File: src/pqs_pkg.sv
// Register map, field positions, reset values and counts for the extended control and quick poll block
package pqs_pkg;
	// Register addresses on the management port
	localparam logic [4:0]  PQS_ADDR_EXT_CTRL   = 5'h10;
	localparam logic [4:0]  PQS_ADDR_QUICK_POLL = 5'h11;

	// Extended control register fields
	localparam int          PQS_EXT_OVR_ARM     = 15;
	localparam int          PQS_EXT_ADDR_LO     = 6;
	localparam int          PQS_EXT_SCR_TEST    = 5;
	localparam int          PQS_EXT_NRZI        = 3;
	localparam int          PQS_EXT_INV_CODE    = 2;
	localparam int          PQS_EXT_SCR_DIS     = 0;

	// Extended control reset values
	localparam logic        PQS_RST_OVR_ARM     = 1'b0;
	localparam logic        PQS_RST_SCR_TEST    = 1'b0;
	localparam logic        PQS_RST_NRZI        = 1'b1;
	localparam logic        PQS_RST_INV_CODE    = 1'b0;
	localparam logic        PQS_RST_SCR_DIS     = 1'b0;

	// Quick poll register fields
	localparam int          PQS_QP_RATE         = 15;
	localparam int          PQS_QP_DUPLEX       = 14;
	localparam int          PQS_QP_MON_LO       = 11;
	localparam int          PQS_QP_AN_DONE      = 4;
	localparam int          PQS_QP_NO_SIGNAL    = 3;
	localparam int          PQS_QP_LINK         = 0;

	// Latch high event flags, index into the event vector
	localparam int          PQS_EV_COUNT        = 8;
	localparam int          PQS_EV_SIG_LOST     = 0;
	localparam int          PQS_EV_PLL_ERR      = 1;
	localparam int          PQS_EV_FALSE_CAR    = 2;
	localparam int          PQS_EV_INV_SYM      = 3;
	localparam int          PQS_EV_HALT         = 4;
	localparam int          PQS_EV_PREM_END     = 5;
	localparam int          PQS_EV_JABBER       = 6;
	localparam int          PQS_EV_REM_FAULT    = 7;

	// Quick poll reset values
	localparam logic [PQS_EV_COUNT-1:0] PQS_RST_EV = 8'h00;
	localparam logic [2:0]  PQS_RST_MON         = 3'h0;
	localparam logic        PQS_RST_LINK        = 1'b0;

	// Edges after reset release before the address straps are taken
	localparam logic [1:0]  PQS_STRAP_DLY       = 2'h3;
	localparam logic [1:0]  PQS_STRAP_TAKE      = 2'h1;
	localparam logic [4:0]  PQS_RST_PHY_ADDR    = 5'h00;
endpackage

File: src/pqs_regs.sv
// Extended control and quick poll status registers with their datapath controls
// Notes on behaviour
// Setting the arm bit lets only the next management write alter guarded bits.
// Arm bit clears itself after the next management write.
// Management must re-arm before each further guarded write.
// Vendor reserved bits of the extended control register read zero.
// Management should write default values into reserved bits on every write.
// Hardware or power-on reset samples five address bits from LED pins.
// Software reset leaves the latched port address unchanged.
// Scrambler test bit forces descrambler to lose lock and resynchronise.
// At 100 Mb/s serial stream is NRZ when bit zero, NRZI when one.
// Invalid code bit with transmit error selects the alternate nibble map.
// Alternate map: low nibbles get leading zero; upper nibbles use fixed codes.
// Scrambler disable bypasses both scrambling and descrambling, idles unscrambled.
// Scrambling and descrambling act only at 100 Mb/s.
// Quick poll register is 16 bits read-only with defaults at reset.
// Event flags latch high on occurrence and hold until read.
// Premature end flag sets on two idles where data was expected.
// Halt flag sets on halt symbol, reads zero when none since read.
// Remote fault flag sets on detection and latches until read.
// Link bit latches low after any invalid link until read.
// Signal detect bit reads zero with signal, one without, unlatched.
// Latched event flag reads one if event since read, read clears it.
// Progress monitor updates only when next state code exceeds present one.
// Progress monitor clears on reset, negotiation disable or restart.
// Rate bit follows control bit in software mode, pin in hardware mode.
`timescale 1ns/10ps
module pqs_regs
	import pqs_pkg::*;
(
	input  wire logic                    core_clk,
	input  wire logic                    reset,
	input  wire logic                    soft_reset,
	input  wire logic [4:0]              led_addr_pins,
	input  wire logic                    mgmt_wr,
	input  wire logic                    mgmt_rd,
	input  wire logic [4:0]              mgmt_addr,
	input  wire logic [15:0]             mgmt_wdata,
	output logic      [15:0]             mgmt_rdata,
	output logic                         mgmt_rd_valid,
	output logic                         guard_write_en,
	output logic      [4:0]              phy_addr,
	input  wire logic                    hw_mode_pin,
	input  wire logic                    speed_sel_pin,
	input  wire logic                    duplex_sel_pin,
	input  wire logic                    speed_sel_ctrl,
	input  wire logic                    duplex_ctrl,
	input  wire logic [3:0]              tx_nibble,
	input  wire logic                    tx_er,
	input  wire logic [4:0]              tx_std_code,
	output logic      [4:0]              tx_code,
	input  wire logic                    tx_bit,
	output logic                         tx_serial,
	output logic                         scramble_en,
	output logic                         descramble_en,
	output logic                         desc_lock_loss,
	input  wire logic [PQS_EV_COUNT-1:0] status_events,
	input  wire logic                    link_valid,
	input  wire logic                    rx_signal_present,
	input  wire logic                    an_enable,
	input  wire logic                    an_restart,
	input  wire logic [2:0]              an_state,
	input  wire logic                    an_complete
);

	// Alternate transmit map used for invalid code testing
	function automatic logic [4:0] alt_code(input logic [3:0] nib);
		case (nib)
			4'h8:    alt_code = 5'h00;
			4'h9:    alt_code = 5'h0d;
			4'ha:    alt_code = 5'h0c;
			4'hb:    alt_code = 5'h11;
			4'hc:    alt_code = 5'h10;
			4'hd:    alt_code = 5'h19;
			4'he:    alt_code = 5'h18;
			4'hf:    alt_code = 5'h1f;
			default: alt_code = {1'b0, nib};
		endcase
	endfunction

	logic [4:0]              pins_s1_q, pins_s2_q, phy_addr_q, phy_addr_d;
	logic [4:0]              tx_code_q, tx_code_d;
	logic [2:0]              mode_s1_q, mode_s2_q, mon_q, mon_d;
	logic [1:0]              strap_cnt_q, strap_cnt_d;
	logic                    arm_q, arm_d, scr_test_q, scr_test_d, nrzi_q, nrzi_d;
	logic                    inv_code_q, inv_code_d, scr_dis_q, scr_dis_d, link_q, link_d;
	logic                    rd_valid_q, tx_serial_q, tx_serial_d;
	logic                    wr_ext, rd_qp, speed100, duplex_full;
	logic [PQS_EV_COUNT-1:0] ev_q, ev_d;
	logic [15:0]             rdata_q, rdata_d, ext_view, qp_view;

	// Pins cross into this clock through two stages before anything reads them
	always_ff @(posedge core_clk or posedge reset)
	begin
		if (reset)
		begin
			pins_s1_q <= 5'h00;
			pins_s2_q <= 5'h00;
			mode_s1_q <= 3'h0;
			mode_s2_q <= 3'h0;
		end
		else
		begin
			pins_s1_q <= led_addr_pins;
			pins_s2_q <= pins_s1_q;
			mode_s1_q <= {hw_mode_pin, speed_sel_pin, duplex_sel_pin};
			mode_s2_q <= mode_s1_q;
		end
	end

	// Selected technology; pins rule only in hardware mode
	assign speed100    = mode_s2_q[2] ? mode_s2_q[1] : speed_sel_ctrl;
	assign duplex_full = mode_s2_q[2] ? mode_s2_q[0] : duplex_ctrl;
	assign wr_ext      = mgmt_wr && (mgmt_addr == PQS_ADDR_EXT_CTRL);
	assign rd_qp       = mgmt_rd && (mgmt_addr == PQS_ADDR_QUICK_POLL);

	// Address strap is taken once the synchroniser holds post-reset pin levels;
	// soft reset is not wired here so the address survives it
	always_comb
	begin
		strap_cnt_d = strap_cnt_q;
		phy_addr_d  = phy_addr_q;
		if (strap_cnt_q != 2'h0)
			strap_cnt_d = strap_cnt_q - 2'h1;
		if (strap_cnt_q == PQS_STRAP_TAKE)
			phy_addr_d = pins_s2_q;
	end

	// Control bits; a write that is not itself re-arming drops the arm bit
	always_comb
	begin
		arm_d      = arm_q;
		scr_test_d = scr_test_q;
		nrzi_d     = nrzi_q;
		inv_code_d = inv_code_q;
		scr_dis_d  = scr_dis_q;
		if (mgmt_wr)
			arm_d = 1'b0;
		if (wr_ext)
		begin
			arm_d      = mgmt_wdata[PQS_EXT_OVR_ARM];
			scr_test_d = mgmt_wdata[PQS_EXT_SCR_TEST];
			nrzi_d     = mgmt_wdata[PQS_EXT_NRZI];
			inv_code_d = mgmt_wdata[PQS_EXT_INV_CODE];
			scr_dis_d  = mgmt_wdata[PQS_EXT_SCR_DIS];
		end
		if (soft_reset)
		begin
			arm_d      = PQS_RST_OVR_ARM;
			scr_test_d = PQS_RST_SCR_TEST;
			nrzi_d     = PQS_RST_NRZI;
			inv_code_d = PQS_RST_INV_CODE;
			scr_dis_d  = PQS_RST_SCR_DIS;
		end
	end

	// Guarded bits elsewhere may change only on the write right after arming
	assign guard_write_en = arm_q && mgmt_wr && !wr_ext;

	// Status latches; a new event beats the clear of a read in the same cycle
	always_comb
	begin
		ev_d   = ev_q | status_events;
		link_d = link_q & link_valid;
		mon_d  = mon_q;
		if (rd_qp)
		begin
			ev_d   = status_events;
			link_d = link_valid;
		end
		if (!an_enable || an_restart)
			mon_d = PQS_RST_MON;
		else if (an_state > mon_q)
			mon_d = an_state;
		if (soft_reset)
		begin
			ev_d   = PQS_RST_EV;
			link_d = PQS_RST_LINK;
			mon_d  = PQS_RST_MON;
		end
	end

	// Register images; reserved positions are held at zero
	always_comb
	begin
		ext_view = 16'h0000;
		ext_view[PQS_EXT_OVR_ARM]                = arm_q;
		ext_view[PQS_EXT_ADDR_LO +: 5]           = phy_addr_q;
		ext_view[PQS_EXT_SCR_TEST]               = scr_test_q;
		ext_view[PQS_EXT_NRZI]                   = nrzi_q;
		ext_view[PQS_EXT_INV_CODE]               = inv_code_q;
		ext_view[PQS_EXT_SCR_DIS]                = scr_dis_q;
		qp_view  = 16'h0000;
		qp_view[PQS_QP_RATE]                     = speed100;
		qp_view[PQS_QP_DUPLEX]                   = duplex_full;
		qp_view[PQS_QP_MON_LO +: 3]              = mon_q;
		qp_view[10:5]                            = {ev_q[PQS_EV_SIG_LOST], ev_q[PQS_EV_PLL_ERR],
			ev_q[PQS_EV_FALSE_CAR], ev_q[PQS_EV_INV_SYM], ev_q[PQS_EV_HALT], ev_q[PQS_EV_PREM_END]};
		qp_view[PQS_QP_AN_DONE]                  = an_complete;
		qp_view[PQS_QP_NO_SIGNAL]                = !rx_signal_present;
		qp_view[2:1]                             = {ev_q[PQS_EV_JABBER], ev_q[PQS_EV_REM_FAULT]};
		qp_view[PQS_QP_LINK]                     = link_q;
		rdata_d  = rdata_q;
		if (mgmt_rd)
		begin
			if (mgmt_addr == PQS_ADDR_EXT_CTRL)
				rdata_d = ext_view;
			else if (mgmt_addr == PQS_ADDR_QUICK_POLL)
				rdata_d = qp_view;
			else
				rdata_d = 16'h0000;
		end
	end

	// Transmit code choice and serial line coding
	always_comb
	begin
		if (inv_code_q && tx_er)
			tx_code_d = alt_code(tx_nibble);
		else
			tx_code_d = tx_std_code;
		if (speed100 && nrzi_q)
			tx_serial_d = tx_serial_q ^ tx_bit;
		else
			tx_serial_d = tx_bit;
	end

	// Scrambler paths only at 100 Mb/s; disable bypasses both directions
	assign scramble_en    = speed100 && !scr_dis_q;
	assign descramble_en  = speed100 && !scr_dis_q;
	assign desc_lock_loss = scr_test_q;

	// State registers
	always_ff @(posedge core_clk or posedge reset)
	begin
		if (reset)
		begin
			strap_cnt_q <= PQS_STRAP_DLY;
			phy_addr_q  <= PQS_RST_PHY_ADDR;
			arm_q       <= PQS_RST_OVR_ARM;
			scr_test_q  <= PQS_RST_SCR_TEST;
			nrzi_q      <= PQS_RST_NRZI;
			inv_code_q  <= PQS_RST_INV_CODE;
			scr_dis_q   <= PQS_RST_SCR_DIS;
			ev_q        <= PQS_RST_EV;
			link_q      <= PQS_RST_LINK;
			mon_q       <= PQS_RST_MON;
			rdata_q     <= 16'h0000;
			rd_valid_q  <= 1'b0;
			tx_code_q   <= 5'h00;
			tx_serial_q <= 1'b0;
		end
		else
		begin
			strap_cnt_q <= strap_cnt_d;
			phy_addr_q  <= phy_addr_d;
			arm_q       <= arm_d;
			scr_test_q  <= scr_test_d;
			nrzi_q      <= nrzi_d;
			inv_code_q  <= inv_code_d;
			scr_dis_q   <= scr_dis_d;
			ev_q        <= ev_d;
			link_q      <= link_d;
			mon_q       <= mon_d;
			rdata_q     <= rdata_d;
			rd_valid_q  <= mgmt_rd;
			tx_code_q   <= tx_code_d;
			tx_serial_q <= tx_serial_d;
		end
	end

	assign mgmt_rdata    = rdata_q;
	assign mgmt_rd_valid = rd_valid_q;
	assign phy_addr      = phy_addr_q;
	assign tx_code       = tx_code_q;
	assign tx_serial     = tx_serial_q;

	property p_arm_drops;
		@(posedge core_clk) disable iff (reset)
		(mgmt_wr && arm_q && !wr_ext) |=> !arm_q;
	endproperty
	a_arm_drops: assert property (p_arm_drops) else $error("arm bit survived a write");
	property p_guard_needs_arm;
		@(posedge core_clk) disable iff (reset)
		$rose(arm_q) |-> $past(wr_ext && mgmt_wdata[PQS_EXT_OVR_ARM] && !soft_reset);
	endproperty
	a_guard_needs_arm: assert property (p_guard_needs_arm) else $error("guarded write unarmed");
	property p_rsvd_zero;
		@(posedge core_clk) disable iff (reset)
		(mgmt_rd && mgmt_addr == PQS_ADDR_EXT_CTRL) |=> (mgmt_rdata[14:11] == 4'h0)
			&& !mgmt_rdata[4] && !mgmt_rdata[1];
	endproperty
	a_rsvd_zero: assert property (p_rsvd_zero) else $error("reserved bits read nonzero");
	property p_addr_kept;
		@(posedge core_clk) disable iff (reset)
		(strap_cnt_q == 2'h0) |=> $stable(phy_addr_q);
	endproperty
	a_addr_kept: assert property (p_addr_kept) else $error("port address changed");
	property p_lock_loss;
		@(posedge core_clk) disable iff (reset)
		(wr_ext && mgmt_wdata[PQS_EXT_SCR_TEST] && !soft_reset) |=> desc_lock_loss;
	endproperty
	a_lock_loss: assert property (p_lock_loss) else $error("lock loss not forced");
	property p_nrzi;
		@(posedge core_clk) disable iff (reset)
		(speed100 && nrzi_q) |=> tx_serial_q == ($past(tx_serial_q) ^ $past(tx_bit));
	endproperty
	a_nrzi: assert property (p_nrzi) else $error("NRZI coding wrong");
	property p_alt_map;
		@(posedge core_clk) disable iff (reset)
		(inv_code_q && tx_er && tx_nibble == 4'h9) |=> tx_code_q == 5'h0d;
	endproperty
	a_alt_map: assert property (p_alt_map) else $error("alternate map wrong");
	property p_scr_speed;
		@(posedge core_clk) disable iff (reset)
		!speed100 |-> !scramble_en && !descramble_en;
	endproperty
	a_scr_speed: assert property (p_scr_speed) else $error("scrambler on at 10 Mb/s");
	property p_event_held;
		@(posedge core_clk) disable iff (reset)
		(status_events[PQS_EV_HALT] && !soft_reset) |=> ev_q[PQS_EV_HALT]
			##1 (ev_q[PQS_EV_HALT] || $past(rd_qp || soft_reset));
	endproperty
	a_event_held: assert property (p_event_held) else $error("halt flag dropped early");
	property p_link_low;
		@(posedge core_clk) disable iff (reset)
		(!link_valid && !rd_qp) ##1 !rd_qp |=> !link_q;
	endproperty
	a_link_low: assert property (p_link_low) else $error("link bit did not latch low");
	property p_mon_clear;
		@(posedge core_clk) disable iff (reset)
		!an_enable |=> mon_q == 3'h0;
	endproperty
	a_mon_clear: assert property (p_mon_clear) else $error("monitor not cleared");

endmodule

File: config.mk
export PLATFORM = sky130hd
export DESIGN_NAME = pqs_regs
export DESIGN_NICKNAME = d
export VERILOG_FILES = /design/src/pqs_pkg.sv /design/src/pqs_regs.sv
export SDC_FILE = /design/constraint.sdc
export NUM_CORES = 1
export LEC_CHECK = 0
export BUFFER_PORTS_ARGS = -buffer_cell sky130_fd_sc_hd__buf_2
export CAP_MARGIN = 20
export CORE_ASPECT_RATIO = 1.25
export CORE_MARGIN = 4
export CORE_UTILIZATION = 30
export DETAILED_ROUTE_END_ITERATION = 8
export SLEW_MARGIN = 10
export SYNTH_ARGS = -nofsm -noshare
export SYNTH_HDL_FRONTEND = slang
export SYNTH_SLANG_ARGS = --single-unit
File: constraint.sdc
create_clock -name core_clk -period 2.3 [get_ports core_clk]
set_input_delay 0.23 -clock core_clk [delete_from_list [all_inputs] [get_ports core_clk]]
set_output_delay 0.23 -clock core_clk [all_outputs]
set_load 0.005 [all_outputs]
* Word level (Yosys, flattened, before mapping)
Index checks and enable logic that the tools add are counted.
** Storage, ports and cells
- Bits in registers :: 63
- Latch bits :: 0
- Memory bits (writable) :: 0
- Bits in read-only memories :: 0
- Input port bits :: 63
- Logic and storage cells :: 75
- Memories :: 0
** Cells by class
- Add/subtract/negate cells :: 1
- $mul :: 0
- Divide/modulo/power cells :: 0
- $lt $le $gt $ge :: 1
- Eq/ne operators :: 11
- Shifts and indexed selects :: 0
- Muxes and demuxes :: 25
- Bitwise operators :: 3
- Reduce and logical (&&, ||, !) cells :: 16
** Operators by type and width (count)
- 5-bit one-hot mux with 8 select lines :: 1
- 4-bit equality test (second input constant) :: 8
- 16-bit two-way mux :: 2
- 1-bit two-way mux :: 16
- 8-bit two-way mux :: 2
- 5-bit equality test (second input constant) :: 2
- 3-bit two-way mux :: 3
- 8-bit bitwise OR :: 1
- 1-bit logical AND :: 7
- 3-bit nonzero test :: 2
- 5-bit two-way mux :: 1
- 1-bit logical NOT :: 4
- 2-bit nonzero test :: 2
- 3-bit greater-than comparator :: 1
- 2-bit by 1-bit equality test with 1-bit output (second input constant) :: 1
- 2-bit by 1-bit subtractor with 2-bit output (second input constant) :: 1
- 1-bit AND :: 1
- 1-bit logical OR :: 1
- 1-bit XOR :: 1

* Logic depth before layout (Yosys ltp)
Gate-level depths: netlist of the first run.
- Depth after elaboration :: 4
- Mapped depth :: 6
- Gate-level depth less buffers :: 6

* Worst setup path after synthesis of the first run
OpenSTA, ideal clock, no wires.
- Path kind :: flip-flop to flip-flop
- From :: reg mon_q[1]
- To :: reg mon_q[0]
- Data arrival time :: 1.183 ns
- Data required time :: 2.176 ns
- Slack :: 0.993 ns
- Stages on the path, launching flop included :: 7
- Period minus slack after synthesis :: 1.307 ns
- Path through :: dfrtp_1 > inv_1 > ha_1 > nor2b_1 > o21a_1 > o2111ai_1 > nand2_1
** Between the ends
- Longest elaborated chain between the ends :: 2
** RTL lines
- start: declaration :: line pqs_regs.sv:83 : logic [2:0] mode_s1_q, mode_s2_q, mon_q, mon_d;
- start signal: assignment :: line pqs_regs.sv:264 : mon_q <= mon_d;
- 3-bit greater-than comparator :: line pqs_regs.sv:173 : else if (an_state > mon_q)
- 3-bit nonzero test (no line)
No other way between the ends.
A chain may end at the register's enable or synchronous reset.

* Final worst setup path of the first run
- From :: reg mode_s2_q[2]
- To :: out descramble_en
** Between the ends
- Longest elaborated chain between the ends :: 2
** RTL lines
- start: declaration :: line pqs_regs.sv:83
- start signal: assignment :: line pqs_regs.sv:107 : mode_s2_q <= mode_s1_q;
- 1-bit two-way mux :: line pqs_regs.sv:112 : assign speed100 = mode_s2_q[2] ? mode_s2_q[1] : speed_sel_ctrl;
- 1-bit logical AND :: line pqs_regs.sv:230 : assign descramble_en = speed100 && !scr_dis_q;
- end: declaration :: line pqs_regs.sv:55 : output logic descramble_en,
No other way between the ends.

==> qor.txt, run 1 <==
Met2 usage -> 21.2%
Clock network power share -> 44.9%
Row count -> 37
Synth Cell Area -> 2510 um^2
Most numerous cell in the Yosys netlist -> dfrtp_1
Status -> finished clean
I/O pins -> 95
Yosys warnings -> 0
DP HPWL -> 4280 um
FF+latch count, synth -> 63
Root Buffer -> clkbuf_8
Max-cap violations -> 0
Post-Synth Simple-Gate Area -> 10.1%
Synth Area in Compound Gates -> 13.6%
WL/cell -> 14.5 um
Gp weighted congestion -> 0.743
Largest family of logic cells by synthesized area -> compound AO/OA/AOI/OAI gates
CTS resizes -> 0
GRT Max-Usage Layer -> met2
Post-Synth XOR/XNOR Area -> 1.05%
H-Tree Depth -> 3
Vias in the first global route -> 1978
Top cell type's share of synthesized area -> 59.9%
Worst Path Max Fanout -> 3
GRT met1 Usage -> 14.6%
Via Count -> 1945
Slew Viols, Final -> 0
Post-synth EDFFs -> 0
Worst-skew pair later-pin latency -> 0.34 ns
Post-synth top flop -> dfrtp_1
Sw Ratio -> 23.8%
Crit path capture type -> output port
PwrDens -> 730 nW/um^2
Area growth, synth to finish -> 32.5%
Final Hold Viols -> 0
Clock Skew -> 0.00550 ns
Largest cells by area after synthesis -> dfrtp_1, o21ai_0, inv_1
CP Data Arrival Time -> 1.36 ns
# DRC -> 0
Final Cycle Share -> 69.2%
Flop pwr share -> 47.8%
Initial antenna violation count -> 0
Die area -> 9890 um^2
Distinct cell type count after synthesis -> 35
Hold Crit Class -> input port to flip-flop
GRT overflow -> 0
Area leader, netlist -> dfrtp_1
Worst VDD drop -> 315 uV
Total CTS buffers -> 9
Async SR Flop Fraction -> 100%
Post-DRT Antenna Nets -> 0
Chip Width -> 89.8 um
Reg-to-Reg Start -> mon_q[2]
Number of DRC markers in iteration 0 -> 61
Post-Layout Cell Count -> 415
Worst reg2reg path endpoint -> mon_q[1]
Worst-path clk slew -> 0.08 ns
Die Y -> 110 um
Final min period -> 1.59 ns
Leading cell types by count after synthesis -> dfrtp_1, inv_1, nand2_1
Unrepaired setup endpoints after global routing -> no
Sw power -> 576 uW
IO Port Bufs -> 83
Slew @ Worst Pin -> 0.690 ns
Gate Count Post-Synth -> 217
Relative slew slack -> 53.9%
Pleak -> 0.00163 uW
Startpoint types -> flip-flop
Setup crit start -> mode_s2_q[2]
Largest net degree at the start of global routing -> 35
Placed cells -> 390
Synth Area in Adders -> 2.50%
Post-Syn Area per Cell -> 11.5 um^2
Hold WS -> 0.0736 ns
R2R depth -> 6
Core Box Area -> 8190 um^2
Pint -> 1850 uW
DRT Pass-1 Iters -> 4
Buffer depth of the longest clock path -> 2
Avg Vias per Cell -> 4.69
Sink Count -> 63
Fraction of layout cells with a size suffix above 1 -> 36.8%
Met3 GRT Util -> 4.55%
Number of diodes -> 0
Synth Net Count -> 285
First-pass GRT wire length -> 9720 um
Crit path to -> descramble_en
Critical Path RT -> 2.07 ns
Final net count -> 381
WHS Path Cells -> 2
Peak Freq -> 628 MHz
Starting Density -> 30.6%
Register area share after synthesis -> 63.1%
Setup_tns -> 0 ns
CTS tree -> yes
All-Layer GR Usage -> 12.8%
Flop-to-flop setup slack -> 0.84 ns
Logic pwr share -> 7.3%
Final wirelength -> 6030 um
Final Setup Violations -> 0
Mux share of post-synthesis cell area -> 3.94%
Crit Path Class -> flip-flop to output port
==> timing repair <==
item,in CTS,in global routing
hold buffers,9,0
endpoints found under the hold margin,34,0
setup buffers,0,0
setup endpoints to repair,0,0
==> worst max-delay path, stage by stage (launching register included) <==
cell     delay, ns
dfrtp_1       0.37
mux2_2        0.38
nor2b_1       0.15
buf_2         0.12
==> per-stage QoR <==
| stage | utilization [%] | total power [uW] | area [um^2] | setup slack (ns) |
|---|---|---|---|---|
| after detailed placement | 36.7 | 1350 | 3000 | 0.477 |
| after global routing | 40.5 | 2540 | 3320 | 0.627 |
| after CTS | 40.5 | 2470 | 3320 | 0.681 |
| after global placement | 36.7 | 1340 | 3000 | 0.527 |
| after floorplan | - | 1260 | 2510 | 0.505 |
| final | 40.5 | 2420 | 3320 | 0.707 |
==> layout make-up <==
type,count,area [um^2]
clock buffer,9,124
clock inverter,7,103
fill,817,4870
inverter,24,90.1
multi-input combinational,121,782
sequential,63,1580
tap,97,121
timing repair buffer,94,520
==> layer usage <==
layer  part of all wire (%)  routed length (um)  vias up
met5                      0                   0        -
met4                    2.4                 142        0
met3                    7.2                 432       12
met2                     49                2960       60
met1                     41                2490      933
li1                       -                   -      940
==> kinds of logic (layout without fill, tap and decap cells) <==
kind of cell	count (synthesis)	in the layout
flip-flops	63	63
AO/OA/AOI/OAI	54	54
AND/OR/NAND/NOR	50	50
buffers and inverters	33	134
multiplexers	9	9
adder cells (fa/ha/maj)	5	5
XOR/XNOR	3	3
==> worst min-delay path by stage <==
stage            start  slack [ns]             to
2_1_floorplan  mgmt_rd        0.26  mgmt_rd_valid
3_3_place_gp     reset        0.09   pins_s1_q[1]
3_5_place_dp     reset        0.09   pins_s1_q[1]
4_1_cts         tx_bit        0.06      tx_serial
5_1_grt         tx_bit        0.05      tx_serial
6_report        tx_bit        0.07      tx_serial
==> cells in the final DEF (no fill, tap or decap), drive strengths merged, types with 3 or more instances in the layout <==
master        n
dlygate4sd3   9
mux2          7
o211ai        3
o21ai        18
dfrtp        60
clkbuf        9
a32oi         9
o22ai         3
ha            5
dfstp         3
a21oi        14
nor2         12
nand3         8
inv          27
buf          85
o2111ai       3
nand2        19
==> registers in the layout (all words and copies together), names as in the netlist, 2 cells and up <==
register and count:
mon_q 3, pins_s1_q 5, pins_s2_q 5, mode_s2_q 3, ev_q 8, mode_s1_q 3
mgmt_rdata 16, tx_code 5, strap_cnt_q 2, phy_addr 5
==> power groups by stage <==
| stage | registers (uW) | logic [uW] | clock network, uW |
|---|---|---|---|
| after global placement | 1180 | 164 | 0 |
| after detailed placement | 1180 | 169 | 0 |
| after floorplan | 1180 | 80.1 | 0 |
| final | 1160 | 177 | 1090 |
| after CTS | 1160 | 181 | 1130 |
| after global routing | 1160 | 201 | 1170 |
Power figures use the tool's default switching activity.
==> run 2, diff against run 1 <==
==> constraint.sdc (replaced) <==
create_clock -name core_clk -period 1.4 [get_ports core_clk]
set_input_delay 0.14 -clock core_clk [delete_from_list [all_inputs] [get_ports core_clk]]
set_output_delay 0.14 -clock core_clk [all_outputs]
set_load 0.005 [all_outputs]
==> run 2 against run 1 <==
Against the previous run:
- the run now ends with setup timing left
- via count increased by 6.1%
- die area unchanged
- routed wire length increased by 12%
- power up 68%
- cell area grew 8.8%
- non-clock buffer count rose by 20
- final cell count increased by 4.8%
- clock-buffer cell count up 4
- largest power group unchanged
- critical path type unchanged
- clock power increased by 64%
- critical path depth unchanged
- register-to-register slack worse by 0.81 ns
- clock skew grew 0.0033 ns
==> qor.txt, run 2 (synthesis gave the netlist of run 1 again) <==
Status -> finished, violations left (was finished clean)
Failing checks -> setup timing
CP peak stage delay -> 0.39 ns (was 0.38 ns)
GRT overflow -> 0 (unchanged)
Startpoint types -> flip-flop (unchanged)
Worst-path clk slew -> 0.07 ns (was 0.08 ns)
Sink Count -> 63 (unchanged)
Number of diodes -> 0 (unchanged)
Fraction of layout cells with a size suffix above 1 -> 40.2% (was 36.8%)
Row count -> 37 (unchanged)
Final Hold Viols -> 0 (unchanged)
Slew @ Worst Pin -> 0.347 ns (was 0.690 ns)
Crit Path Class -> flip-flop to output port (unchanged)
Post-Layout Cell Count -> 435 (was 415)
Total CTS buffers -> 9 (unchanged)
First-pass GRT wire length -> 10800 um (was 9720 um)
Final wirelength -> 6770 um (was 6030 um)
Max-cap violations -> 0 (unchanged)
Final setup margin -> -0.0294 ns (was 0.707 ns)
Final net count -> 401 (was 381)
Relative slew slack -> 76.9% (was 53.9%)
Root Buffer -> clkbuf_8 (unchanged)
Number of DRC markers in iteration 0 -> 90 (was 61)
Worst VDD drop -> 400 uV (was 315 uV)
Final min period -> 1.43 ns
Gp weighted congestion -> 0.818 (was 0.743)
Hold Crit Class -> input port to flip-flop (unchanged)
Slew Viols, Final -> 0 (unchanged)
Area growth, synth to finish -> 44.2% (was 32.5%)
PwrDens -> 1130 nW/um^2 (was 730 nW/um^2)
Vias in the first global route -> 2175 (was 1978)
Largest net degree at the start of global routing -> 64 (was 35)
Crit path capture type -> output port (unchanged)
Commonest cells after routing, fill and taps aside -> buf_2, dfrtp_1, inv_1, dlygate4sd3_1, nand2_1 (was buf_2, dfrtp_1, inv_1, nand2_1, o21ai_0)
Final Setup Violations -> 2 (was 0)
Buffer depth of the longest clock path -> 2 (unchanged)
Placed cells -> 395 (was 390)
Initial antenna violation count -> 0 (unchanged)
H-Tree Depth -> 3 (unchanged)
Peak Freq -> 700 MHz
Chip Width -> 89.8 um (unchanged)
Slowest cell on crit path -> dfrtp_1 (was mux2_2)
WL/cell -> 15.6 um (was 14.5 um)
Max reg flops -> 16 (unchanged)
Worst-skew pair later-pin latency -> 0.35 ns (was 0.34 ns)
CP cell instances -> mux2_4 -> nor2b_4 -> buf_2 (was mux2_2 -> nor2b_1 -> buf_2)
Pleak -> 0.00174 uW (was 0.00163 uW)
DRT Pass-1 Iters -> 4 (unchanged)
Worst Path Max Fanout -> 2 (was 3)
IO Port Bufs -> 83 (unchanged)
Die area -> 9890 um^2 (unchanged)
Avg Vias per Cell -> 4.74 (was 4.69)
Post-DRT Antenna Nets -> 0 (unchanged)
Final Cycle Share -> 102%
Unrepaired setup endpoints after global routing -> yes (was no)
Die Y -> 110 um (unchanged)
CP bufs+invs -> 1 (unchanged)
DP HPWL -> 4350 um (was 4280 um)
Flop-to-flop setup slack -> 0.03 ns (was 0.84 ns)
Core Box Area -> 8190 um^2 (unchanged)
Most common cell after layout, fill and taps aside -> buf_2 (unchanged)
Via Count -> 2063 (was 1945)
All-Layer GR Usage -> 14.5% (was 12.8%)
Delay-heaviest family, CP -> flip-flops (was multiplexers)
Hold WS -> 0.0227 ns (was 0.0736 ns)
CP Data Arrival Time -> 1.29 ns (was 1.36 ns)
# DRC -> 0 (unchanged)
Critical Path RT -> 1.26 ns (was 2.07 ns)
CTS tree -> yes (unchanged)
Clock Skew -> 0.00878 ns (was 0.00550 ns)
Starting Density -> 30.6% (unchanged)
I/O pins -> 95 (unchanged)
-- run 2: metrics by stage --
step / setup slack, ns / power [uW] / TNS, ns / utilization, % / cell area [um^2]
after global routing: -0.0844 / 4250 / -0.233 / 44.1 / 3610
after detailed placement: -0.0331 / 2230 / -0.0664 / 37.5 / 3070
final: -0.0294 / 4070 / -0.0587 / 44.1 / 3610
after CTS: -0.0618 / 4100 / -0.124 / 43.5 / 3560
after global placement: 0.0389 / 2220 / 0 / 37.5 / 3070
after floorplan: 0.0932 / 2070 / 0 / - / 2510
-- run 2: final cells by class --
class / count / area, um^2
inverters: 24 / 93.8
repair buffers: 114 / 726
clock buffers: 13 / 159
well taps: 97 / 121
multi-input cells: 121 / 868
clock inverters: 3 / 65.1
fillers: 769 / 4580
flip-flops and latches: 63 / 1580
-- run 2: worst register-to-register path: cells and delay by family, from the launching register on --
| kind | cells | cell delay, ns |
|---|---|---|
| and+or+nand+nor | 2 | 0.20 |
| AOI/OAI and AO/OA | 2 | 0.38 |
| adders and majority gates | 1 | 0.20 |
| DFF | 1 | 0.40 |
| buffers and inverters | 1 | 0.08 |
-- run 2: timing repair --
item                       CTS  global route
hold endpoints to repair    80             0
setup endpoints to repair    5             6
setup buffers                3             0
gates resized for setup      9             8
pin swaps                    3             4
hold buffers                21             0
-- run 2: report_power, final --
| group | total (uW) | internal, uW | leakage [uW] | switching (uW) |
|---|---|---|---|---|
| Clock | 1790 | 1100 | 0.000114 | 688 |
| Sequential | 1910 | 1880 | 0.000803 | 25.5 |
| Combinational | 376 | 191 | 0.000826 | 185 |
-- run 2: per-layer routing --
| metal | share of wire (%) | track usage [%] | vias to the layer above |
|---|---|---|---|
| met3 | 6.3 | 5.30 | 16 |
| met5 | 0 | 0 | - |
| met2 | 49 | 24.5 | 81 |
| met1 | 41 | 15.8 | 994 |
| li1 | - | - | 972 |
| met4 | 3.4 | 8.65 | 0 |
-- run 2: worst paths after layout --
| kind | from | end | depth (start not counted) |
|---|---|---|---|
| worst max-delay path | mode_s2_q[2] | descramble_en | 3 |
| worst min-delay path | status_events[0] | ev_q[0] | 3 |
| worst max register to register | mon_q[1] | mon_q[0] | 6 |
| worst min register to register | pins_s1_q[4] | pins_s2_q[4] | 0 |
| max in group asynchronous | reset | nrzi_q | 4 |
| min in group asynchronous | reset | pins_s1_q[3] | 4 |
==> run 3, diff against run 2 <==
--- a/config.mk
+++ b/config.mk
@@ -5,11 +5,13 @@
 export SDC_FILE = /design/constraint.sdc
 export NUM_CORES = 1
 export LEC_CHECK = 0
+export ABC_AREA = 1
 export BUFFER_PORTS_ARGS = -buffer_cell sky130_fd_sc_hd__buf_2
 export CAP_MARGIN = 20
 export CORE_ASPECT_RATIO = 1.25
 export CORE_MARGIN = 4
 export CORE_UTILIZATION = 30
+export CTS_BUF_LIST = sky130_fd_sc_hd__clkbuf_4 sky130_fd_sc_hd__clkbuf_8
 export DETAILED_ROUTE_END_ITERATION = 8
 export SLEW_MARGIN = 10
 export SYNTH_ARGS = -nofsm -noshare
==> run 3 against run 2 <==
Against the previous run:
- the run now ends clean
- combinational power is 5% lower
- sequential power hardly changed
- critical path type is now flip-flop to flip-flop
- critical path depth is 3 higher
- critical endpoint is now mon_q[0]
- clock power is 10% lower
- largest cell class unchanged
- largest power group unchanged
==> qor.txt, run 3 <==
Status -> finished clean (was finished, violations left)
Chip Width -> 90.9 um (was 89.8 um)
Final wirelength -> 6280 um (was 6770 um)
Largest cells by area after synthesis -> dfrtp_1, nand2_1, nand3_1 (was dfrtp_1, o21ai_0, inv_1)
Row count -> 37 (unchanged)
Post-DRT Antenna Nets -> 0 (unchanged)
Area leader, netlist -> dfrtp_1 (unchanged)
Slew Viols, Final -> 0 (unchanged)
Max reg flops -> 16 (unchanged)
CP bufs+invs -> 1 (unchanged)
PwrDens -> 1110 nW/um^2 (was 1130 nW/um^2)
Total CTS buffers -> 9 (unchanged)
Crit Path Class -> flip-flop to flip-flop (was flip-flop to output port)
Post-synth top flop -> dfrtp_1 (unchanged)
Worst Path Max Fanout -> 6 (was 2)
Area growth, synth to finish -> 36.1% (was 44.2%)
# DRC -> 0 (unchanged)
Filler Cell Count -> 838 (was 769)
All-Layer GR Usage -> 13.1% (was 14.5%)
Crit path to -> mon_q[0] (was descramble_en)
Worst reg2reg path endpoint -> mon_q[0] (unchanged)
FF+latch count, synth -> 63 (unchanged)
Initial antenna violation count -> 1 (was 0)
H-Tree Depth -> 3 (unchanged)
Pleak -> 0.00187 uW (was 0.00174 uW)
CP Data Arrival Time -> 1.54 ns (was 1.29 ns)
Die Y -> 112 um (was 110 um)
Top cell type's share of synthesized area -> 58.3% (was 59.9%)
Synth Cell Area -> 2570 um^2 (was 2510 um^2)
Levels on crit path -> 6 (was 3)
Synth Net Count -> 329 (was 285)
Final Cycle Share -> 93.7% (was 102%)
Largest net degree at the start of global routing -> 64 (unchanged)
Distinct cell type count after synthesis -> 26 (was 35)
Yosys warnings -> 0 (unchanged)
Buffer depth of the longest clock path -> 2 (unchanged)
Die area -> 10100 um^2 (was 9890 um^2)
Setup_tns -> 0 ns (was -0.0587 ns)
Post-Syn Area per Cell -> 9.87 um^2 (was 11.5 um^2)
Crit path capture type -> flip-flop (was output port)
Final net count -> 437 (was 401)
IO Port Bufs -> 83 (unchanged)
Most common cell after layout, fill and taps aside -> buf_2 (unchanged)
Vias in the first global route -> 2292 (was 2175)
Register area share after synthesis -> 61.4% (was 63.1%)
Final min period -> 1.31 ns (was 1.43 ns)
Avg Vias per Cell -> 4.54 (was 4.74)
Setup Fix Bufs, Post-CTS -> 0 (was 3)
WL/cell -> 13.3 um (was 15.6 um)
Met2 usage -> 21.8% (was 24.5%)
DRT Pass-1 Iters -> 4 (unchanged)
First-pass GRT wire length -> 10600 um (was 10800 um)
Clock Skew -> 0.0129 ns (was 0.00878 ns)
Placed cells -> 441 (was 395)
Worst-path clk slew -> 0.08 ns (was 0.07 ns)
Critical Path RT -> 1.63 ns (was 1.26 ns)
CTS tree -> yes (unchanged)
Post-Layout Cell Count -> 471 (was 435)
Post-synth EDFFs -> 0 (unchanged)
Number of diodes -> 0 (unchanged)
CP cell instances -> inv_1 -> ha_4 -> a21oi_2 -> nand2_2 -> a21oi_1 -> nor2_1 (was mux2_4 -> nor2b_4 -> buf_2)
Reg-to-Reg Start -> mon_q[2] (was mon_q[1])
Number of DRC markers in iteration 0 -> 105 (was 90)
Gp weighted congestion -> 0.782 (was 0.818)
Met3 GRT Util -> 4.53% (was 5.30%)
Sink Count -> 63 (unchanged)
Commonest cells after routing, fill and taps aside -> buf_2, nand2_1, dfrtp_1, nand3_1, inv_1 (was buf_2, dfrtp_1, inv_1, dlygate4sd3_1, nand2_1)
Setup crit start -> mon_q[2] (was mode_s2_q[2])
Startpoint types -> flip-flop (unchanged)
DP HPWL -> 4520 um (was 4350 um)
Delay-heaviest family, CP -> flip-flops (unchanged)
Gate Count Post-Synth -> 261 (was 217)
Via Count -> 2138 (was 2063)
Async SR Flop Fraction -> 100% (unchanged)
Final Setup Violations -> 0 (was 2)
GRT overflow -> 0 (unchanged)
Most numerous cell in the Yosys netlist -> nand2_1 (was dfrtp_1)
I/O pins -> 95 (unchanged)
Root Buffer -> clkbuf_8 (unchanged)
Starting Density -> 31.1% (was 30.6%)
Core Box Area -> 8290 um^2 (was 8190 um^2)
Hold Crit Class -> input port to flip-flop (unchanged)
R2R depth -> 6 (unchanged)
Hold WS -> 0.0236 ns (was 0.0227 ns)
Final Hold Viols -> 0 (unchanged)
GRT met1 Usage -> 15.1% (was 15.8%)
GRT Max-Usage Layer -> met2 (unchanged)
Unrepaired setup endpoints after global routing -> no (was yes)
Leading cell types by count after synthesis -> nand2_1, dfrtp_1, nand3_1 (was dfrtp_1, inv_1, nand2_1)
Max-cap violations -> 0 (unchanged)
Flop-to-flop setup slack -> 0.09 ns (was 0.03 ns)
CP peak stage delay -> 0.40 ns (was 0.39 ns)
Peak Freq -> 762 MHz (was 700 MHz)
Worst VDD drop -> 560 uV (was 400 uV)
Worst-skew pair later-pin latency -> 0.34 ns (was 0.35 ns)
Slew @ Worst Pin -> 0.420 ns (was 0.347 ns)
Tot Pwr -> 3870 uW (was 4070 uW)
Fraction of layout cells with a size suffix above 1 -> 34.2% (was 40.2%)
Relative slew slack -> 71.9% (was 76.9%)
Slowest cell on crit path -> dfrtp_1 (unchanged)
-- run 3: cell count changes after synthesis, moves of 3 or more --
cell and change:
inv_1 +3, o22ai_1 -3, o2111ai_1 -3, nand2_1 +43, o211ai_1 -3, nand4_1 +5
o21ai_0 -3, clkbuf_1 -3, nand3_1 +26, a32oi_1 -9
-- run 3: worst min-delay path by stage --
stage                                 from  slack (ns)  depth (start not counted)       endpoint
final                     status_events[2]        0.02                          3        ev_q[2]
after global routing      status_events[2]       0.007                          3        ev_q[2]
after CTS                 status_events[2]       0.005                          3        ev_q[2]
after detailed placement  led_addr_pins[4]        0.25                          1   pins_s1_q[4]
after global placement    led_addr_pins[2]        0.25                          1   pins_s1_q[2]
after floorplan                    mgmt_rd        0.17                          0  mgmt_rd_valid
-- run 3: through the flow --
stage | area (um^2) | setup slack, ns | util, %
after global placement | 3130 | 0.104 | 37.8
after global routing | 3500 | 0.0216 | 42.3
after floorplan | 2580 | 0.171 | -
final | 3500 | 0.0878 | 42.3
after detailed placement | 3130 | 0.0486 | 37.8
after CTS | 3480 | 0.0356 | 41.9
-- run 3: cell type report --
type | instances | area (um^2) | share of cell area [%]
multi-input cells | 162 | 867 | 24.8
inverters | 30 | 116 | 3.32
well taps | 97 | 121 | 3.46
repair buffers | 103 | 613 | 17.5
clock buffers | 10 | 138 | 3.93
clock inverters | 6 | 67.6 | 1.93
flip-flops and latches | 63 | 1580 | 45.1
-- run 3: report_power, final --
group / total (uW) / switching (uW) / internal [uW]
clock network: 1610 / 730 / 876
logic: 357 / 194 / 162
registers: 1910 / 26.8 / 1880
-- run 3: logic make-up after synthesis --
family | after synthesis | share of synthesized area, %
simple gates | 118 | 20.7
flops | 63 | 61.4
buf+inv | 36 | 6.03
compound gates | 31 | 6.12
mux | 6 | 2.62
fa+ha+maj | 5 | 2.43
xor+xnor | 2 | 0.680
-- run 3: per-layer routing --
layer	routed length, um	part of all wire (%)
met5	13	0.21
met4	150	2.4
met3	434	6.9
met2	3000	48
met1	2680	43
-- run 3: what timing repair did --
item                                    4_1_cts  5_1_grt
hold buffers                                 14        0
endpoints found under the setup margin        2        5
endpoints found under the hold margin        73        0
resized for setup                             1        5
-- run 3: worst min-delay path, cell delays in order --
cell and delay, ns:
buf_2 0.09, inv_1 0.04, a21oi_1 0.05
